$ cat config.mk
export PLATFORM = sky130hd
export DESIGN_NAME = ssc_seq_ctrl
export DESIGN_NICKNAME = d
export VERILOG_FILES = /design/src/logic/ssc_pkg.sv /design/src/logic/ssc_atn_ctrl.sv /design/src/logic/ssc_sel_timer.sv /design/src/logic/ssc_seq_ctrl.sv
export VERILOG_INCLUDE_DIRS = /design/src /design/src/logic
export SDC_FILE = /design/constraint.sdc
export NUM_CORES = 1
export LEC_CHECK = 0
export BUFFER_PORTS_ARGS = -buffer_cell sky130_fd_sc_hd__buf_2
export CAP_MARGIN = 20
export CORE_MARGIN = 5
export CORE_UTILIZATION = 40
export DETAILED_ROUTE_END_ITERATION = 8
export SYNTH_ARGS = -nofsm -noshare
export SYNTH_HDL_FRONTEND = slang
export SYNTH_SLANG_ARGS = --single-unit
$ cat constraint.sdc
create_clock -name sys_clk -period 2.5 [get_ports sys_clk]
set_input_delay 0.5 -clock sys_clk [delete_from_list [all_inputs] [get_ports sys_clk]]
set_output_delay 0.5 -clock sys_clk [all_outputs]
set_load 0.01 [all_outputs]
$ cat src/logic/ssc_regs.svh
// offsets, bit positions, reset values and timing counts of the sequence control block
`ifndef SSC_REGS_SVH
`define SSC_REGS_SVH

`define SSC_SEQ_CTRL_OFFSET   8'h00
`define SSC_SEQ_CTRL_RESET    8'h00
`define SSC_BIT_TARGET_ROLE   7
`define SSC_BIT_SEL_OUT       6
`define SSC_BIT_SEL_IN        5
`define SSC_BIT_RESEL_IN      4
`define SSC_BIT_ATN_OUT       3
`define SSC_BIT_ATN_IN        2
`define SSC_BIT_ATN_PARITY    1
`define SSC_BIT_RST_OUT       0

`define SSC_CLK_PERIOD_NS     40
`define SSC_SELECTION_TIMEOUT_FLAG_256_MS      256
`define SSC_SELECTION_TIMEOUT_FLAG_128_MS      128
`define SSC_SELECTION_TIMEOUT_FLAG_64_MS       64
`define SSC_SELECTION_TIMEOUT_FLAG_32_MS       32
`define SSC_MS_TO_CYCLES(ms)  ((ms) * 1000000 / `SSC_CLK_PERIOD_NS)
`define SSC_SELECTION_TIMEOUT_FLAG_CNT_W       23

`endif

$ cat src/logic/ssc_pkg.sv
// types shared by the sequence control block
package ssc_pkg;

   typedef enum logic [1:0]
   {
      ST_IDLE  = 2'h0,
      ST_DRIVE = 2'h1,
      ST_WAIT  = 2'h3,
      ST_DONE  = 2'h2
   } ssc_state_type;

   typedef struct packed
   {
      logic       bsy;
      logic       sel;
      logic       atn;
      logic       rst;
      logic       msg;
      logic       cd;
      logic       io;
      logic [7:0] data;
      logic       parity_err;
   } ssc_bus_in_type;

   typedef struct packed
   {
      logic       sel;
      logic       sel_oe;
      logic       bsy;
      logic       bsy_oe;
      logic       io;
      logic       io_oe;
      logic       atn;
      logic       atn_oe;
      logic       rst;
      logic       rst_oe;
      logic [7:0] data;
      logic       data_oe;
   } ssc_bus_out_type;

   typedef struct packed
   {
      logic       selection_timer_enable;
      logic [1:0] selection_timeout_select;
      logic       bus_parity_check_enable;
      logic       attention_clear;
      logic       clear_done;
      logic       clear_timeout;
      logic       clear_selected;
      logic [2:0] own_id_field;
      logic [2:0] peer_id_field;
   } ssc_side_ctl_type;

   typedef struct packed
   {
      logic selecting_in_progress;
      logic selection_done_flag;
      logic selection_timeout_flag;
      logic selected_in_flag;
      logic target_status;
   } ssc_status_type;

endpackage

$ cat src/logic/ssc_atn_ctrl.sv
// latched attention drive, set by automatic sources
`timescale 1ns/1ns

module ssc_atn_ctrl (
   input  wire logic       sys_clk,
   input  wire logic       rst_n,
   input  wire logic [2:0] set_req,
   input  wire logic       clear,
   output logic            atn
);

   // set wins over clear; enable bits are not inputs, so dropping them cannot release
   always_ff @(posedge sys_clk or negedge rst_n)
   begin
      if (!rst_n)
         atn <= 1'b0;
      else if (|set_req)
         atn <= 1'b1;
      else if (clear)
         atn <= 1'b0; // RL17
   end
endmodule // ssc_atn_ctrl

$ cat src/logic/ssc_sel_timer.sv
// hardware selection timeout counter
`timescale 1ns/1ns
`include "ssc_regs.svh"

module ssc_sel_timer #(
   parameter int unsigned CYC_256 = `SSC_MS_TO_CYCLES(`SSC_SELECTION_TIMEOUT_FLAG_256_MS),
   parameter int unsigned CYC_128 = `SSC_MS_TO_CYCLES(`SSC_SELECTION_TIMEOUT_FLAG_128_MS),
   parameter int unsigned CYC_64  = `SSC_MS_TO_CYCLES(`SSC_SELECTION_TIMEOUT_FLAG_64_MS),
   parameter int unsigned CYC_32  = `SSC_MS_TO_CYCLES(`SSC_SELECTION_TIMEOUT_FLAG_32_MS)
) (
   input  wire logic       sys_clk,
   input  wire logic       rst_n,
   input  wire logic       run,
   input  wire logic [1:0] select,
   output logic            expired
);

   logic [`SSC_SELECTION_TIMEOUT_FLAG_CNT_W-1:0] count;

   function automatic logic [`SSC_SELECTION_TIMEOUT_FLAG_CNT_W-1:0] limit(input logic [1:0] sel);
      unique case (sel)
         2'h0: limit = `SSC_SELECTION_TIMEOUT_FLAG_CNT_W'(CYC_256 - 1);
         2'h1: limit = `SSC_SELECTION_TIMEOUT_FLAG_CNT_W'(CYC_128 - 1);
         2'h2: limit = `SSC_SELECTION_TIMEOUT_FLAG_CNT_W'(CYC_64 - 1);
         2'h3: limit = `SSC_SELECTION_TIMEOUT_FLAG_CNT_W'(CYC_32 - 1);
      endcase
   endfunction

   // restart on every new wait so a stale count never shortens the next one
   always_ff @(posedge sys_clk or negedge rst_n)
   begin
      if (!rst_n)
      begin
         count   <= '0;
         expired <= 1'b0;
      end
      else if (!run)
      begin
         count   <= '0;
         expired <= 1'b0;
      end
      else if (count == limit(select))
         expired <= 1'b1; // RL22
      else
         count <= count + `SSC_SELECTION_TIMEOUT_FLAG_CNT_W'(1);
   end
endmodule // ssc_sel_timer

$ cat src/logic/ssc_seq_ctrl.sv
// sequence control register with selection, reselection, attention and bus reset sequences
//
// Contract
// (RL1) each set enable bit lets its hardware sequence run; clear bit disables it
// (RL2) sequence control register reads back its current contents
// (RL3) bus reset clears all register bits except the reset-out bit
// (RL4) bits with zero reset value are cleared while chip reset is asserted
// (RL5) select-out with initiator role runs selection using own and peer ids
// (RL6) select-out with target role runs reselection using own and peer ids
// (RL7) selecting-in-progress flag is set while waiting for busy from the peer
// (RL8) sequencer waits for done or timeout flag, or times out itself
// (RL9) select-out enable returns to zero only by write or chip reset; a bus reset also clears it here
// (RL10) select-in enabled: answer selection, set selected-in and target status
// (RL11) sequencer keeps select-in enabled until it writes it to zero; a bus reset also clears it here
// (RL12) reselect-in enabled: answer reselection, set selected-in, clear target status
// (RL13) reselect-in enable is cleared only by writing zero to it; a bus reset also clears it here
// (RL14) auto attention out asserts ATN during an initiator selection
// (RL15) auto attention in asserts ATN when reselected by a target
// (RL16) auto attention parity asserts ATN on parity error in input phases
// (RL17) automatic ATN is released only by attention clear or bus free
// (RL18) writing zero to an auto attention bit leaves ATN unchanged
// (RL19) reset-out bit set drives bus RST regardless of role
// (RL20) sequencer removes bus reset by writing zero to reset-out
// (RL21) timer on: timeout drops SEL and sets flag; off: SEL stays
// (RL22) timeout select 00/01/10/11 gives 256/128/64/32 ms
// (RL23) register bits 7..0: role, sel out, sel in, resel in, atn out/in/parity, rst out
`timescale 1ns/1ns
`include "ssc_regs.svh"

module ssc_seq_ctrl #(
   parameter int unsigned SEL_TO_256_CYCLES = `SSC_MS_TO_CYCLES(`SSC_SELECTION_TIMEOUT_FLAG_256_MS),
   parameter int unsigned SEL_TO_128_CYCLES = `SSC_MS_TO_CYCLES(`SSC_SELECTION_TIMEOUT_FLAG_128_MS),
   parameter int unsigned SEL_TO_64_CYCLES  = `SSC_MS_TO_CYCLES(`SSC_SELECTION_TIMEOUT_FLAG_64_MS),
   parameter int unsigned SEL_TO_32_CYCLES  = `SSC_MS_TO_CYCLES(`SSC_SELECTION_TIMEOUT_FLAG_32_MS)
) (
   input  wire logic                      sys_clk,
   input  wire logic                      rst_b,
   input  wire logic [7:0]                seq_addr,
   input  wire logic                      seq_wr,
   input  wire logic [7:0]                seq_wdata,
   output logic [7:0]                     seq_rdata,
   input  wire ssc_pkg::ssc_side_ctl_type side_ctl,
   input  wire ssc_pkg::ssc_bus_in_type   bus_in,
   output ssc_pkg::ssc_bus_out_type       bus_out,
   output ssc_pkg::ssc_status_type        status
);

   // ----------------------------------------
   // reset release
   // ----------------------------------------
   logic rst_meta;
   logic rst_n;

   always_ff @(posedge sys_clk or negedge rst_b)
   begin
      if (!rst_b)
      begin
         rst_meta <= 1'b0;
         rst_n    <= 1'b0;
      end
      else
      begin
         rst_meta <= 1'b1;
         rst_n    <= rst_meta;
      end
   end

   // ----------------------------------------
   // sequence control register
   // ----------------------------------------
   logic [7:0] sequence_control_reg;
   logic       wr_hit;
   logic       target_role_select;
   logic       select_out_enable;
   logic       select_in_enable;
   logic       reselect_in_enable;
   logic       auto_attention_out;
   logic       auto_attention_in;
   logic       auto_attention_parity;
   logic       bus_reset_out;

   function automatic logic [7:0] id_bit(input logic [2:0] id);
      id_bit = 8'h01 << id;
   endfunction

   assign wr_hit                = seq_wr && (seq_addr == `SSC_SEQ_CTRL_OFFSET);
   assign target_role_select    = sequence_control_reg[`SSC_BIT_TARGET_ROLE]; // RL23
   assign select_out_enable     = sequence_control_reg[`SSC_BIT_SEL_OUT];
   assign select_in_enable      = sequence_control_reg[`SSC_BIT_SEL_IN];
   assign reselect_in_enable    = sequence_control_reg[`SSC_BIT_RESEL_IN];
   assign auto_attention_out    = sequence_control_reg[`SSC_BIT_ATN_OUT];
   assign auto_attention_in     = sequence_control_reg[`SSC_BIT_ATN_IN];
   assign auto_attention_parity = sequence_control_reg[`SSC_BIT_ATN_PARITY];
   assign bus_reset_out         = sequence_control_reg[`SSC_BIT_RST_OUT];

   // hardware never clears an enable on its own, only writes and resets do
   always_ff @(posedge sys_clk or negedge rst_n)
   begin
      if (!rst_n)
         sequence_control_reg <= `SSC_SEQ_CTRL_RESET; // RL4
      else if (bus_in.rst)
         sequence_control_reg <= {7'h00, wr_hit ? seq_wdata[`SSC_BIT_RST_OUT] : bus_reset_out}; // RL3
      else if (wr_hit)
         sequence_control_reg <= seq_wdata; // RL9 RL13
   end

   // read data is one cycle behind the address; unmapped offsets read zero
   always_ff @(posedge sys_clk or negedge rst_n)
   begin
      if (!rst_n)
         seq_rdata <= 8'h00;
      else if (seq_addr == `SSC_SEQ_CTRL_OFFSET)
         seq_rdata <= sequence_control_reg; // RL2
      else
         seq_rdata <= 8'h00;
   end

   // ----------------------------------------
   // selection / reselection out
   // ----------------------------------------
   ssc_pkg::ssc_state_type state;
   ssc_pkg::ssc_state_type next_state;
   logic                   bus_free;
   logic                   timer_expired;
   logic                   sel_drv;
   logic                   bsy_drv;
   logic                   io_drv;
   logic [7:0]             data_drv;
   logic                   selecting_in_progress;
   logic                   selection_done_flag;
   logic                   selection_timeout_flag;
   logic                   peer_answered;
   logic                   timed_out;

   assign bus_free      = !bus_in.bsy && !bus_in.sel;
   assign peer_answered = (state == ssc_pkg::ST_WAIT) && bus_in.bsy && select_out_enable;
   assign timed_out     = (state == ssc_pkg::ST_WAIT) && timer_expired && !bus_in.bsy && select_out_enable;

   always_comb
   begin
      next_state = state;
      unique case (state)
         ssc_pkg::ST_IDLE:
            if (select_out_enable && bus_free)
               next_state = ssc_pkg::ST_DRIVE; // RL1
         ssc_pkg::ST_DRIVE:
            next_state = ssc_pkg::ST_WAIT;
         ssc_pkg::ST_WAIT:
            if (!select_out_enable)
               next_state = ssc_pkg::ST_IDLE;
            else if (bus_in.bsy || timer_expired)
               next_state = ssc_pkg::ST_DONE;
         ssc_pkg::ST_DONE:
            if (!select_out_enable)
               next_state = ssc_pkg::ST_IDLE;
      endcase
      if (bus_in.rst)
         next_state = ssc_pkg::ST_IDLE;
   end

   always_ff @(posedge sys_clk or negedge rst_n)
   begin
      if (!rst_n)
         state <= ssc_pkg::ST_IDLE;
      else
         state <= next_state;
   end

   // sel held through the wait; with the timer off only the peer's BSY, the sequencer or a bus reset ends it
   always_ff @(posedge sys_clk or negedge rst_n)
   begin
      if (!rst_n)
      begin
         sel_drv  <= 1'b0;
         io_drv   <= 1'b0;
         data_drv <= 8'h00;
      end
      else
      begin
         sel_drv  <= (next_state == ssc_pkg::ST_DRIVE) || (next_state == ssc_pkg::ST_WAIT); // RL21
         io_drv   <= ((next_state == ssc_pkg::ST_DRIVE) || (next_state == ssc_pkg::ST_WAIT))
                     && target_role_select; // RL6
         data_drv <= id_bit(side_ctl.own_id_field) | id_bit(side_ctl.peer_id_field); // RL5 RL6
      end
   end

   always_ff @(posedge sys_clk or negedge rst_n)
   begin
      if (!rst_n)
         selecting_in_progress <= 1'b0;
      else
         selecting_in_progress <= (next_state == ssc_pkg::ST_WAIT); // RL7
   end

   always_ff @(posedge sys_clk or negedge rst_n)
   begin
      if (!rst_n)
      begin
         selection_done_flag    <= 1'b0;
         selection_timeout_flag <= 1'b0;
      end
      else
      begin
         if (peer_answered)
            selection_done_flag <= 1'b1; // RL5
         else if (side_ctl.clear_done)
            selection_done_flag <= 1'b0;
         if (timed_out)
            selection_timeout_flag <= 1'b1; // RL21
         else if (side_ctl.clear_timeout)
            selection_timeout_flag <= 1'b0;
      end
   end

   ssc_sel_timer #(
      .CYC_256 (SEL_TO_256_CYCLES),
      .CYC_128 (SEL_TO_128_CYCLES),
      .CYC_64  (SEL_TO_64_CYCLES),
      .CYC_32  (SEL_TO_32_CYCLES)
   ) u_timer (
      .sys_clk (sys_clk),
      .rst_n   (rst_n),
      .run     ((state == ssc_pkg::ST_WAIT) && side_ctl.selection_timer_enable),
      .select  (side_ctl.selection_timeout_select),
      .expired (timer_expired)
   );

   // ----------------------------------------
   // selection / reselection in
   // ----------------------------------------
   logic [7:0] own_bit;
   logic       valid_sel;
   logic       sel_hit;
   logic       resel_hit;
   logic       resp_bsy;
   logic       next_resp_bsy;
   logic       bsy_oe;
   logic       selected_in_flag;
   logic       target_status;

   // a valid phase carries our id plus at least one other, with no parity fault when checked
   assign own_bit   = id_bit(side_ctl.own_id_field);
   assign valid_sel = (state == ssc_pkg::ST_IDLE) && !resp_bsy && bus_in.sel && !bus_in.bsy
                      && |(bus_in.data & own_bit) && |(bus_in.data & ~own_bit)
                      && !(side_ctl.bus_parity_check_enable && bus_in.parity_err);
   assign sel_hit   = valid_sel && !bus_in.io && select_in_enable; // RL10
   assign resel_hit = valid_sel && bus_in.io && reselect_in_enable; // RL12

   always_comb
   begin
      next_resp_bsy = resp_bsy;
      if (bus_in.rst)
         next_resp_bsy = 1'b0;
      else if (sel_hit || resel_hit)
         next_resp_bsy = 1'b1;
      else if (side_ctl.clear_selected)
         next_resp_bsy = 1'b0;
   end

   always_ff @(posedge sys_clk or negedge rst_n)
   begin
      if (!rst_n)
      begin
         resp_bsy <= 1'b0;
         bsy_oe   <= 1'b0;
      end
      else
      begin
         resp_bsy <= next_resp_bsy;
         bsy_oe   <= (next_state == ssc_pkg::ST_DRIVE) || next_resp_bsy;
      end
   end

   always_ff @(posedge sys_clk or negedge rst_n)
   begin
      if (!rst_n)
      begin
         selected_in_flag <= 1'b0;
         target_status    <= 1'b0;
      end
      else
      begin
         if (sel_hit || resel_hit)
            selected_in_flag <= 1'b1; // RL10 RL12
         else if (side_ctl.clear_selected)
            selected_in_flag <= 1'b0;
         if (sel_hit)
            target_status <= 1'b1; // RL10
         else if (resel_hit)
            target_status <= 1'b0; // RL12
      end
   end

   // ----------------------------------------
   // attention and bus reset
   // ----------------------------------------
   logic [2:0] atn_set;
   logic       atn_q;
   logic       input_phase;
   logic       rst_oe;

   // data in and message in both have io set and cd equal to msg
   assign input_phase = bus_in.io && (bus_in.cd == bus_in.msg) && bus_in.bsy;
   assign atn_set[0]  = auto_attention_out && !target_role_select
                        && (state == ssc_pkg::ST_DRIVE); // RL14
   assign atn_set[1]  = auto_attention_in && resel_hit; // RL15
   assign atn_set[2]  = auto_attention_parity && side_ctl.bus_parity_check_enable
                        && !target_role_select && !target_status
                        && input_phase && bus_in.parity_err; // RL16

   ssc_atn_ctrl u_atn (
      .sys_clk (sys_clk),
      .rst_n   (rst_n),
      .set_req (atn_set),
      .clear   (side_ctl.attention_clear || bus_free), // RL17 RL18
      .atn     (atn_q)
   );

   always_ff @(posedge sys_clk or negedge rst_n)
   begin
      if (!rst_n)
         rst_oe <= 1'b0;
      else
         rst_oe <= bus_reset_out; // RL19 RL20
   end

   // ----------------------------------------
   // outputs, all open-drain except data: level equals enable
   // ----------------------------------------
   assign bus_out = '{sel: sel_drv, sel_oe: sel_drv, bsy: bsy_oe, bsy_oe: bsy_oe,
                      io: io_drv, io_oe: io_drv, atn: atn_q, atn_oe: atn_q,
                      rst: rst_oe, rst_oe: rst_oe, data: data_drv, data_oe: sel_drv};
   assign status  = '{selecting_in_progress: selecting_in_progress,
                      selection_done_flag: selection_done_flag,
                      selection_timeout_flag: selection_timeout_flag,
                      selected_in_flag: selected_in_flag,
                      target_status: target_status};
endmodule // ssc_seq_ctrl

### Word level (Yosys, flattened, before mapping)

Index checks and enable logic that the tools add are counted.

| operators by class | value |
|---|---|
| add/subtract/negate cells | 1 |
| equality and inequality tests | 12 |
| shifts and indexed selects | 2 |
| multiplexer cells | 29 |
| bitwise operators | 4 |
| reduce and logical (&&, ||, !) cells | 55 |

Operators by type and width:

| kind | count |
|---|---|
| 23-bit case mux with 4 select lines | 1 |
| 23-bit two-way mux | 3 |
| 1-bit logical AND | 31 |
| 8-bit two-way mux | 3 |
| 23-bit by 1-bit adder with 23-bit output (second input constant) | 1 |
| 23-bit == test | 1 |
| 8-bit bitwise AND | 2 |
| 1-bit two-way mux | 16 |
| 8-bit OR reduction | 2 |
| 1-bit by 3-bit << shifter with 8-bit output (first input constant) | 2 |
| 2-bit nonzero test | 6 |
| 2-bit == test (second input constant) | 5 |
| 2-bit two-way mux | 5 |
| 8-bit logical NOT | 1 |
| 8-bit NOT | 1 |
| 8-bit OR | 1 |
| 2-bit case mux with 4 select lines | 1 |
| 1-bit logical NOT | 7 |
| 2-bit by 1-bit == test with 1-bit output (second input constant) | 3 |
| 1-bit logical OR | 5 |
| 2-bit logical NOT | 2 |
| 2-bit != test (second input constant) | 2 |
| 3-bit OR reduction | 1 |
| 1-bit == test | 1 |

| word-level totals | value |
|---|---|
| flip-flop bits (word level) | 63 |
| input port bits | 49 |
| logic and storage cells | 123 |

### Logic depth before layout (Yosys ltp)

Gate-level depths: netlist of run 1.

| logic depth | value |
|---|---|
| depth after elaboration | 13 |
| gate-level depth with buffers | 9 |

### Cells and area by module

Synthesis of run 1 repeated with hierarchy kept, for this count alone.

| second synthesis, totals | value |
|---|---|
| cell total of the unflattened synthesis | 358 |
| area, all modules | 3433.3 um^2 |

By module, submodules not included:

| module | times used | cells an instance | area an instance (um^2) |
|---|---|---|---|
| ssc_seq_ctrl | 1 | 182 | 1823.0 |
| ssc_sel_timer | 1 | 172 | 1566.5 |
| ssc_atn_ctrl | 1 | 4 | 43.8 |

### Worst setup path before layout of run 1

No wires, ideal clock.

| timing | value |
|---|---|
| path type | input-to-reg |
| start point | in side_ctl[11] (netlist name) |
| end point | reg u_timer.count[1] |
| setup time | 0.132 ns |
| arrival | 2.295 ns |
| data required time | 2.368 ns |
| path slack | 0.073 ns |
| cell stages on the path | 9 |
| path buffers | 1 |
| cells stage by stage | inv_1 > ha_1 > or4b_1 > a22oi_2 > o2111ai_2 > nor4_4 > buf_6 > mux2i_1 > nor2_1 |

| between the ends | value |
|---|---|
| word-level cells in the longest chain between the ends | 5 |
| elaborated cells on any way between the ends | 8 |
| those cells by class | eq/ne: 5; mux: 2; reduce/logical: 1 |

RTL lines:

| item | RTL line | source |
|---|---|---|
| start, declared | ssc_seq_ctrl.sv:42 | `input wire ssc_pkg::ssc_side_ctl_type side_ctl,` |
| 2-bit == test, or another cell as far along | ssc_sel_timer.sv:21 | `unique case (sel)` |
| 23-bit case mux with 4 select lines * | ssc_sel_timer.sv:21 |  |
| 23-bit two-way mux * | ssc_sel_timer.sv:37 | `else if (!run)` |
| 23-bit == test * | ssc_sel_timer.sv:42 | `else if (count == limit(select))` |
| 2-bit != test (no source line) * | -- |  |
| end signal, assigned | ssc_sel_timer.sv:45 | `` count <= count + `SSC_SELECTION_TIMEOUT_FLAG_CNT_W'(1); `` |
| end, declared | ssc_sel_timer.sv:18 | `` logic [`SSC_SELECTION_TIMEOUT_FLAG_CNT_W-1:0] count; `` |

Mark *: on every way between the ends. The rest lies on a longest branch, timed or not. The select of a mux whose other input is x is not followed.
A chain may end at the register's enable or synchronous reset.

### Worst setup path after layout of run 1

Same ends and word-level chain as after synthesis.

==> out/metrics.yaml, run 1 <==
outcome:
  outcome: "completed"
clock_tree:
  clkLatencyLatePin_ns: 0.34
  post_cts_buffers: 0
  cts_resized: 0
  clock_sinks: 62
  clk_pin_slew_ns: 0.07
  cts.hold.buffers_added: 1
  cts-root-buf: "clkbuf_8"
  clk_path_buf_depth: 2
  cts_tree: "done"
  cts_buffers: 9
  h-tree-depth: 3
floorplan:
  rows: 32
  die_area_mm2: 0.009981
  start_util: 0.4141
  fp.coreArea_mm2: 0.007807
  die_w_um: 99.91
  die_h_um: 99.91
  ios: 81
timing:
  fin_crit_ns: 2.209
  hold_violations: 0
  rsz0062_at_grt: "no"
  setup_tns_ns: 0
  finClkSkew_ns: 0.009524
  timing.fmax_mhz: 452.7
  maxSlewHeadroom: 0.4935
  tightestPinTransition_ns: 0.7598
  timing.final.ws_setup_ns: 0.2910
  slew_violations: 0
  fin_hold_ws_ns: 0.3492
  period_share: 0.8836
  setup_viol: 0
yosys:
  synth_seq_area_share: 0.4799
  synth-edff-count: 0
  syn-cell-area_mm2: 0.003233
  synth_seq_cells: 62
  synth_fp_nets: 387
  yosys_warnings: 0
  ys.flop_type: "dfrtp_1"
  avgSynthCellArea_um2: 9.738
  synthArstFlopShare: 1.000
  synth_top_area_frac: 0.4799
  synth_top_area_cell: "dfrtp_1"
  synthCells: 332
  ys_top_cells_by_area: "dfrtp_1, a21oi_1, buf_4"
  ys_types: 56
place:
  gp_congestion: 0.8399
  dpl_worst_slack_ns: -0.07084
  dp_cells: 494
  place_hpwl_um: 5415
  place_area_mm2: 0.003647
  portBuffers: 79
grt:
  grt_pass1_wl_um: 12530
  grt_pass1_vias: 2702
  grt_util_all_layers: 0.1551
  antenna_found_initial: 0
  grt-ovfl-total: 0
  grt_max_degree: 61
worst_setup_path:
  worstPathMaxFanout: 3
  worstSetupPathType: "input port to flip-flop"
  critPathCaptureType: "flip-flop"
  cpPeakStageDelay_ns: 0.48
  crit_required_ns: 2.70
  crit_path_cell_trace: "buf_2 > inv_1 > ha_1 > or4b_1 > a22oi_2 > o2111ai_2 > nor4_4 > buf_4 > mux2i_1 > nor2_1"
  start_kind: "input port"
  critPathSlowestCell: "or4b_1"
  critPathArrivalTime_ns: 2.41
pwr:
  power_density_mw_per_mm2: 530.0
  ir_drop_v: 0.0004476
  p_leak_nw: 1.820
  power_mw: 2.039
route:
  postRouteAntennaNets: 0
  num_vias: 2602
  wl_um: 7359
  via_per_inst: 5.092
  post_drt_wl_per_cell_um: 14.40
  drt_iter0_drc: 76
  dr.pass1.iters: 4
  post-route-drc-count: 0
cells_and_area:
  max_flop_register: "u_timer.count"
  area_growth_pct: 19.00
  nNetsFinal: 459
  antenna_cells: 0
  final_core_util: 0.4928
  stdcell_area_mm2: 0.003847
  fill_cells: 754
  instances_no_fill: 511
  drive_gt1_frac: 0.3056
  largest_reg_flops: 23
run:
  maxCapViolations: 0
min_path:
  hold_class: "input port to flip-flop"
-- metal layers --
layer | part of all wire | routed length, um | track usage | vias up
met5 | 0 | 0 | 0 | -
met4 | 0.011 | 84 | 0.05042 | 0
met3 | 0.068 | 498 | 0.04795 | 7
met2 | 0.47 | 3488 | 0.2555 | 68
met1 | 0.45 | 3287 | 0.1941 | 1222
li1 | - | - | - | 1305
-- logic make-up after synthesis --
family	Yosys count	share of synthesized area
and+or+nand+nor	128	0.2163
buffers and inverters	45	0.07469
muxes	9	0.02941
other	1	0.001160
adders and majority gates	6	0.02322
xor gates and xnor gates	12	0.03251
DFF	62	0.4799
AOI/OAI and AO/OA	69	0.1428
-- worst max-delay path, delay by kind of cell --
family / cells / cell delay (ns)
simple gates: 3 / 0.73
fa+ha+maj: 1 / 0.31
buf+inv: 3 / 0.33
mux: 1 / 0.17
compound gates: 2 / 0.38
-- report_power, final --
group	internal (mW)	leakage, nW	total [mW]	switching, mW
sequential	1.01	0.852	1.02	0.00347
combinational	0.0695	0.877	0.161	0.0911
clock	0.463	0.0899	0.861	0.398
-- cell usage in the layout (no fill, tap or decap), drive strengths merged, types with 3 or more instances in the layout --
master and n:
a31oi 3, nand3 18, and2 10, nor3 7, xor2 7, xnor2 5, nor2b 6, nor4 4
nor2 24, o21ai 11, and3 6, or3 7, o211ai 7, or4 6, mux2 4, dfrtp 62
nand4 7, ha 6, buf 88, nand2 24, inv 18, mux2i 5, o31ai 3, clkbuf 11
a21oi 25
-- synthesized netlist by cell type (7+ instances only) --
master     n
nand3_1   18
nand2_1   24
clkbuf_1  10
dfrtp_1   62
buf_4     16
and2_1    10
xor2_1     7
o21ai_0   10
nand4_1    7
nor2_1    24
a21oi_1   25
inv_1     16
nor3_1     7
o211ai_1   7
-- path summary, 6_finish.rpt --
check	from	endpoint	slack, ns	cells after the start
worst max-delay path	side_ctl[11]	u_timer.count[1]	0.29	10
worst min-delay path	side_ctl[8]	selection_done_flag	0.35	2
worst max register to register	u_timer.count[14]	u_timer.count[1]	0.42	7
worst min register to register	rst_meta	rst_n	0.36	0
max in group asynchronous	rst_n	selected_in_flag	1.57	1
min in group asynchronous	rst_n	u_timer.count[5]	0.42	1
-- area by class of cell --
| class | count | area, um2 | area share |
|---|---|---|---|
| Multi-Input combinational cell | 225 | 1440 | 0.3743 |
| Clock inverter | 5 | 58.81 | 0.01528 |
| Inverter | 17 | 63.81 | 0.01659 |
| Clock buffer | 11 | 131.4 | 0.03415 |
| Sequential cell | 62 | 1553 | 0.4036 |
| Tap cell | 102 | 127.6 | 0.03317 |
| Timing Repair Buffer | 89 | 473.0 | 0.1229 |
Note: power is estimated with default switching activity, not from simulation.
==> run 2: changes to the inputs <==
==> constraint.sdc (replaced) <==
create_clock -name sys_clk -period 2.5 [get_ports sys_clk]
set_input_delay 0.25 -clock sys_clk [delete_from_list [all_inputs] [get_ports sys_clk]]
set_output_delay 0.25 -clock sys_clk [all_outputs]
set_load 0.01 [all_outputs]
==> out/metrics.yaml, run 2 (synthesized netlist as in run 1, its figures left out) <==
route:
  num_vias: 2598  # was 2,602
  post-route-drc-count: 0  # unchanged
  drt_iter0_drc: 88  # was 76
  wl_um: 7225  # was 7359 um
  wl_met1_um: 3227  # was 3287 um
  postRouteAntennaNets: 0  # unchanged
  met3_wirelength_um: 499  # was 498 um
  via_per_inst: 5.134  # was 5.092
  dr.pass1.iters: 4  # unchanged
  post_drt_wl_per_cell_um: 14.28  # was 14.40 um
  wl_met2_um: 3401  # was 3488 um
  top_layer: "met4"  # unchanged
clock_tree:
  cts_resized: 0  # unchanged
  clock_sinks: 62  # unchanged
  clkLatencyLatePin_ns: 0.33  # was 0.34 ns
  cts_buffers: 9  # unchanged
  cts-root-buf: "clkbuf_8"  # unchanged
  clk_path_buf_depth: 2  # unchanged
  h-tree-depth: 3  # unchanged
  clk_pin_slew_ns: 0.06  # was 0.07 ns
  cts_tree: "done"  # unchanged
timing:
  fin_crit_ns: 2.118  # was 2.209 ns
  maxSlewHeadroom: 0.6012  # was 0.4935
  timing.fmax_mhz: 472.1  # was 452.7 MHz
  setup_viol: 0  # unchanged
  hold_violations: 0  # unchanged
  slew_violations: 0  # unchanged
  setup_tns_ns: 0  # unchanged
  period_share: 0.8473  # was 0.8836
  tightestPinTransition_ns: 0.5983  # was 0.7598 ns
  fin_hold_ws_ns: 0.1042  # was 0.3492 ns
  rsz0062_at_grt: "no"  # unchanged
  finClkSkew_ns: 0.01016  # was 0.009524 ns
worst_setup_path:
  critPathSlowestCell: "or4b_1"  # unchanged
  crit_path_cell_trace: "or4b_1 > a22oi_2 > o2111ai_2 > nor4_4 > buf_12 > mux2i_1 > nor2_1"  # was buf_2 > inv_1 > ha_1 > or4b_1 > a22oi_2 > o2111ai_2 > nor4_4 > buf_4 > mux2i_1 > nor2_1
  ff2ff_setup_slack_ns: 0.38  # was 0.42 ns
  worstSetupPathType: "flip-flop to flip-flop"  # was input port to flip-flop
  start_kind: "flip-flop"  # was input port
  cpPeakStageDelay_ns: 0.54  # was 0.48 ns
  critPathCaptureType: "flip-flop"  # unchanged
  critPathArrivalTime_ns: 2.31  # was 2.41 ns
  worstPathMaxFanout: 16  # was 3
  crit_required_ns: 2.69  # was 2.70 ns
place:
  place_hpwl_um: 5483  # was 5415 um
  dp_cells: 490  # was 494
  gp_congestion: 0.8496  # was 0.8399
  portBuffers: 79  # unchanged
  place_area_mm2: 0.003642  # was 0.003647 mm2
cells_and_area:
  fill_cells: 777  # was 754
  final_cell_mix: "buf_2, dfrtp_1, a21oi_1"  # unchanged
  stdcell_area_mm2: 0.003807  # was 0.003847 mm2
  final_core_util: 0.4877  # was 0.4928
  largest_reg_flops: 23  # unchanged
  drive_gt1_frac: 0.2995  # was 0.3056
  max_flop_register: "u_timer.count"  # unchanged
  antenna_cells: 0  # unchanged
  area_growth_pct: 17.76  # was 19.00%
  final_common_cell: "buf_2"  # unchanged
  nNetsFinal: 455  # was 459
  instances_no_fill: 506  # was 511
grt:
  grt_util_all_layers: 0.1552  # was 0.1551
  grt_pass1_wl_um: 12540  # was 12,530 um
  antenna_found_initial: 0  # unchanged
  grt_pass1_vias: 2672  # was 2,702
  grt_max_degree: 37  # was 61
  grt-ovfl-total: 0  # unchanged
floorplan:
  die_w_um: 99.91  # unchanged
  fp.coreArea_mm2: 0.007807  # unchanged
  rows: 32  # unchanged
  ios: 81  # unchanged
  die_area_mm2: 0.009981  # unchanged
  start_util: 0.4141  # unchanged
  die_h_um: 99.91  # unchanged
pwr:
  ir_drop_v: 0.0004051  # was 0.0004476 V
  power_density_mw_per_mm2: 497.6  # was 530.0 mW/mm2
  p_leak_nw: 1.799  # was 1.820 nW
min_path:
  hold_class: "input port to flip-flop"  # unchanged
run:
  maxCapViolations: 0  # unchanged
outcome:
  outcome: "completed"  # unchanged
## run 2: worst max-delay path, delay by kind of cell (launching register included)
family	cells	cell delay (ns)
compound gates	2	0.37
buf+inv	1	0.18
flops	1	0.42
mux	1	0.18
simple gates	3	0.83
## run 2: timing repair
item,4_1_cts,5_1_grt
hold endpoints to repair,2,0
hold buffers,1,0
setup endpoints to repair,0,0
setup buffers,0,0
## run 2: where the power goes
part	internal, mW	switching (mW)
clock network	0.347	0.371
logic	0.0683	0.0822
registers	1.01	0.0115
total	1.43	0.465
## run 2: worst paths after layout
check,depth (start not counted),end,from
max,7,u_timer.count[1],u_timer.count[14]
min,2,selection_timeout_flag,side_ctl[7]
max reg2reg,7,u_timer.count[1],u_timer.count[14]
min reg2reg,0,u_timer.count[4],rst_n
max in group asynchronous,1,seq_rdata[7],rst_n
min in group asynchronous,2,rst_n,rst_b
## run 2: cell type report
cell class                 instances  area [um2]  share of cell area
timing repair buffer              85       467.9              0.1229
clock inverter                     5       27.53            0.007230
tap                              102       127.6             0.03352
clock buffer                      10       127.6             0.03352
inverter                          17       63.81             0.01676
multi-input combinational        225        1440              0.3782
sequential                        62        1553              0.4078
## run 2: metrics by stage
| step | setup slack, ns | total power, mW |
|---|---|---|
| final | 0.3817 | 1.895 |
| after CTS | 0.3706 | 1.919 |
| after detailed placement | 0.1177 | 1.197 |
| after global routing | 0.2400 | 2.000 |
| after global placement | 0.1703 | 1.195 |
| after floorplan | 0.3230 | 1.119 |
## run 2: routing by layer
layer,up-vias,global-route usage
li1,1308,-
met1,1220,0.1958
met2,62,0.2504
met5,-,0
met3,8,0.05073
met4,0,0.05357
==> run 3: changes to the inputs <==
- clock period: 2.5 -> 2.05 ns (I/O delays scaled with it)
==> out/metrics.yaml, run 3 (synthesized netlist as in run 1, its figures left out) <==
grt:
  grt_util_all_layers: 0.1615  # was 0.1552
  grt_pass1_wl_um: 13160  # was 12,540 um
  grt-ovfl-total: 0  # unchanged
  grt_max_degree: 61  # was 37
  antenna_found_initial: 0  # unchanged
  grt_pass1_vias: 2893  # was 2,672
clock_tree:
  cts_tree: "done"  # unchanged
  clock_sinks: 62  # unchanged
  cts_buffers: 9  # unchanged
  clk_path_buf_depth: 2  # unchanged
  clk_pin_slew_ns: 0.07  # was 0.06 ns
  h-tree-depth: 3  # unchanged
  cts-root-buf: "clkbuf_8"  # unchanged
  clkLatencyLatePin_ns: 0.33  # about the same
cells_and_area:
  final_common_cell: "buf_2"  # unchanged
  nNetsFinal: 473  # was 455
  final_cell_mix: "buf_2, dfrtp_1, a21oi_1"  # unchanged
  largest_reg_flops: 23  # unchanged
  drive_gt1_frac: 0.3578  # was 0.2995
  area_growth_pct: 24.85  # was 17.76%
  max_flop_register: "u_timer.count"  # unchanged
  antenna_cells: 0  # unchanged
  instances_no_fill: 524  # was 506
outcome:
  outcome: "finished, violations left"  # was completed
  failed_checks: "setup timing"
floorplan:
  rows: 32  # unchanged
  ios: 81  # unchanged
  fp.coreArea_mm2: 0.007807  # unchanged
  die_w_um: 99.91  # unchanged
  start_util: 0.4141  # unchanged
  die_h_um: 99.91  # unchanged
  die_area_mm2: 0.009981  # unchanged
worst_setup_path:
  worstSetupPathType: "flip-flop to flip-flop"  # unchanged
  ff2ff_setup_slack_ns: -0.009  # was 0.38 ns
  crit_required_ns: 2.27  # was 2.69 ns
  r2r-start: "u_timer.count[20]"  # was u_timer.count[14]
  start_kind: "flip-flop"  # unchanged
  r2r-end: "u_timer.count[1]"  # unchanged
  critPathArrivalTime_ns: 2.27  # was 2.31 ns
  r2r_cells: 7  # unchanged
  critPathCaptureType: "flip-flop"  # unchanged
  worstPathMaxFanout: 5  # was 16
pwr:
  p_leak_nw: 1.908  # was 1.799 nW
  power_mw: 2.539  # was 1.895 mW
  ir_drop_v: 0.0003850  # was 0.0004051 V
  power_density_mw_per_mm2: 629.0  # was 497.6 mW/mm2
route:
  post-route-drc-count: 0  # unchanged
  via_per_inst: 5.208  # was 5.134
  drt_iter0_drc: 130  # was 88
  wl_um: 7633  # was 7225 um
  post_drt_wl_per_cell_um: 14.57  # was 14.28 um
  dr.pass1.iters: 5  # was 4
  num_vias: 2729  # was 2,598
  postRouteAntennaNets: 0  # unchanged
timing:
  slew_violations: 0  # unchanged
  period_share: 1.005  # was 0.8473
  hold_violations: 0  # unchanged
  timing.final.ws_setup_ns: -0.009314  # was 0.3817 ns
  rsz0062_at_grt: "yes"  # was no
  timing.fmax_mhz: 485.6  # was 472.1 MHz
  setup_viol: 3  # was 0
  fin_crit_ns: 2.059  # was 2.118 ns
  finClkSkew_ns: 0.01065  # was 0.01016 ns
place:
  portBuffers: 79  # unchanged
  gp_congestion: 0.8594  # was 0.8496
  dp_cells: 505  # was 490
  place_hpwl_um: 5669  # was 5483 um
min_path:
  holdPathEnd: "selection_timeout_flag"  # unchanged
  hold_class: "input port to flip-flop"  # unchanged
  min_path_cells: 2  # unchanged
  holdCritStartpoint: "side_ctl[7]"  # unchanged
run:
  maxCapViolations: 0  # unchanged
## run 3: where the power goes
group	switching (mW)	internal, mW
Combinational	0.115	0.0925
Sequential	0.00450	1.24
Clock	0.467	0.622
## run 3: repair_timing
item / in CTS / in global routing
endpoints found under the hold margin: 2 / 0
hold buffers: 1 / 0
setup endpoints to repair: 0 / 18
gates resized for setup: 0 / 15
buffers inserted: 0 / 2
## run 3: layout make-up
class / count / area [um2]
Multi-Input combinational cell: 225 / 1494
Clock inverter: 3 / 45.04
Inverter: 17 / 63.81
Tap cell: 102 / 127.6
Sequential cell: 62 / 1553
Clock buffer: 12 / 155.1
Fill cell: 770 / 3771
Timing Repair Buffer: 103 / 598.1
## run 3: how the worst max path moves through the flow
stage / cells after the start / startpoint / slack [ns] / to
2_1_floorplan: 9 / side_ctl[11] / -0.01 / u_timer.count[1]
3_3_place_gp: 10 / side_ctl[11] / -0.13 / u_timer.count[1]
3_5_place_dp: 10 / side_ctl[11] / -0.18 / u_timer.count[1]
4_1_cts: 7 / u_timer.count[14] / 0.007 / u_timer.count[1]
5_1_grt: 7 / u_timer.count[20] / -0.12 / u_timer.count[1]
6_report: 7 / u_timer.count[20] / -0.009 / u_timer.count[1]
## run 3: per-stage QoR
stage / setup TNS [ns] / setup WS [ns] / utilization / instance area (um2) / hold WS (ns)
final: -0.01898 / -0.009314 / 0.5170 / 4036 / 0.06124
after CTS: 0 / 0.006734 / 0.5079 / 3965 / 0.05015
after detailed placement: -1.881 / -0.1792 / 0.4809 / 3755 / -0.008183
after global placement: -1.236 / -0.1299 / 0.4809 / 3755 / -0.009588
after floorplan: -0.01280 / -0.01280 / - / 3246 / -0.09059
after global routing: -1.020 / -0.1221 / 0.5170 / 4036 / 0.05137
## run 3: metal layers
layer,part of all wire,GRT usage
met1,0.43,0.2088
met2,0.51,0.2653
met3,0.060,0.05073
met4,0.0034,0.03676
met5,0,0
## run 3: critical path, cell delays in order (launching register included)
cell and delay, ns:
dfrtp_1 0.39, or4b_4 0.52, a22oi_2 0.16, o2111ai_2 0.18, nor4_4 0.26, buf_4 0.19
mux2i_1 0.19, nor2_1 0.06
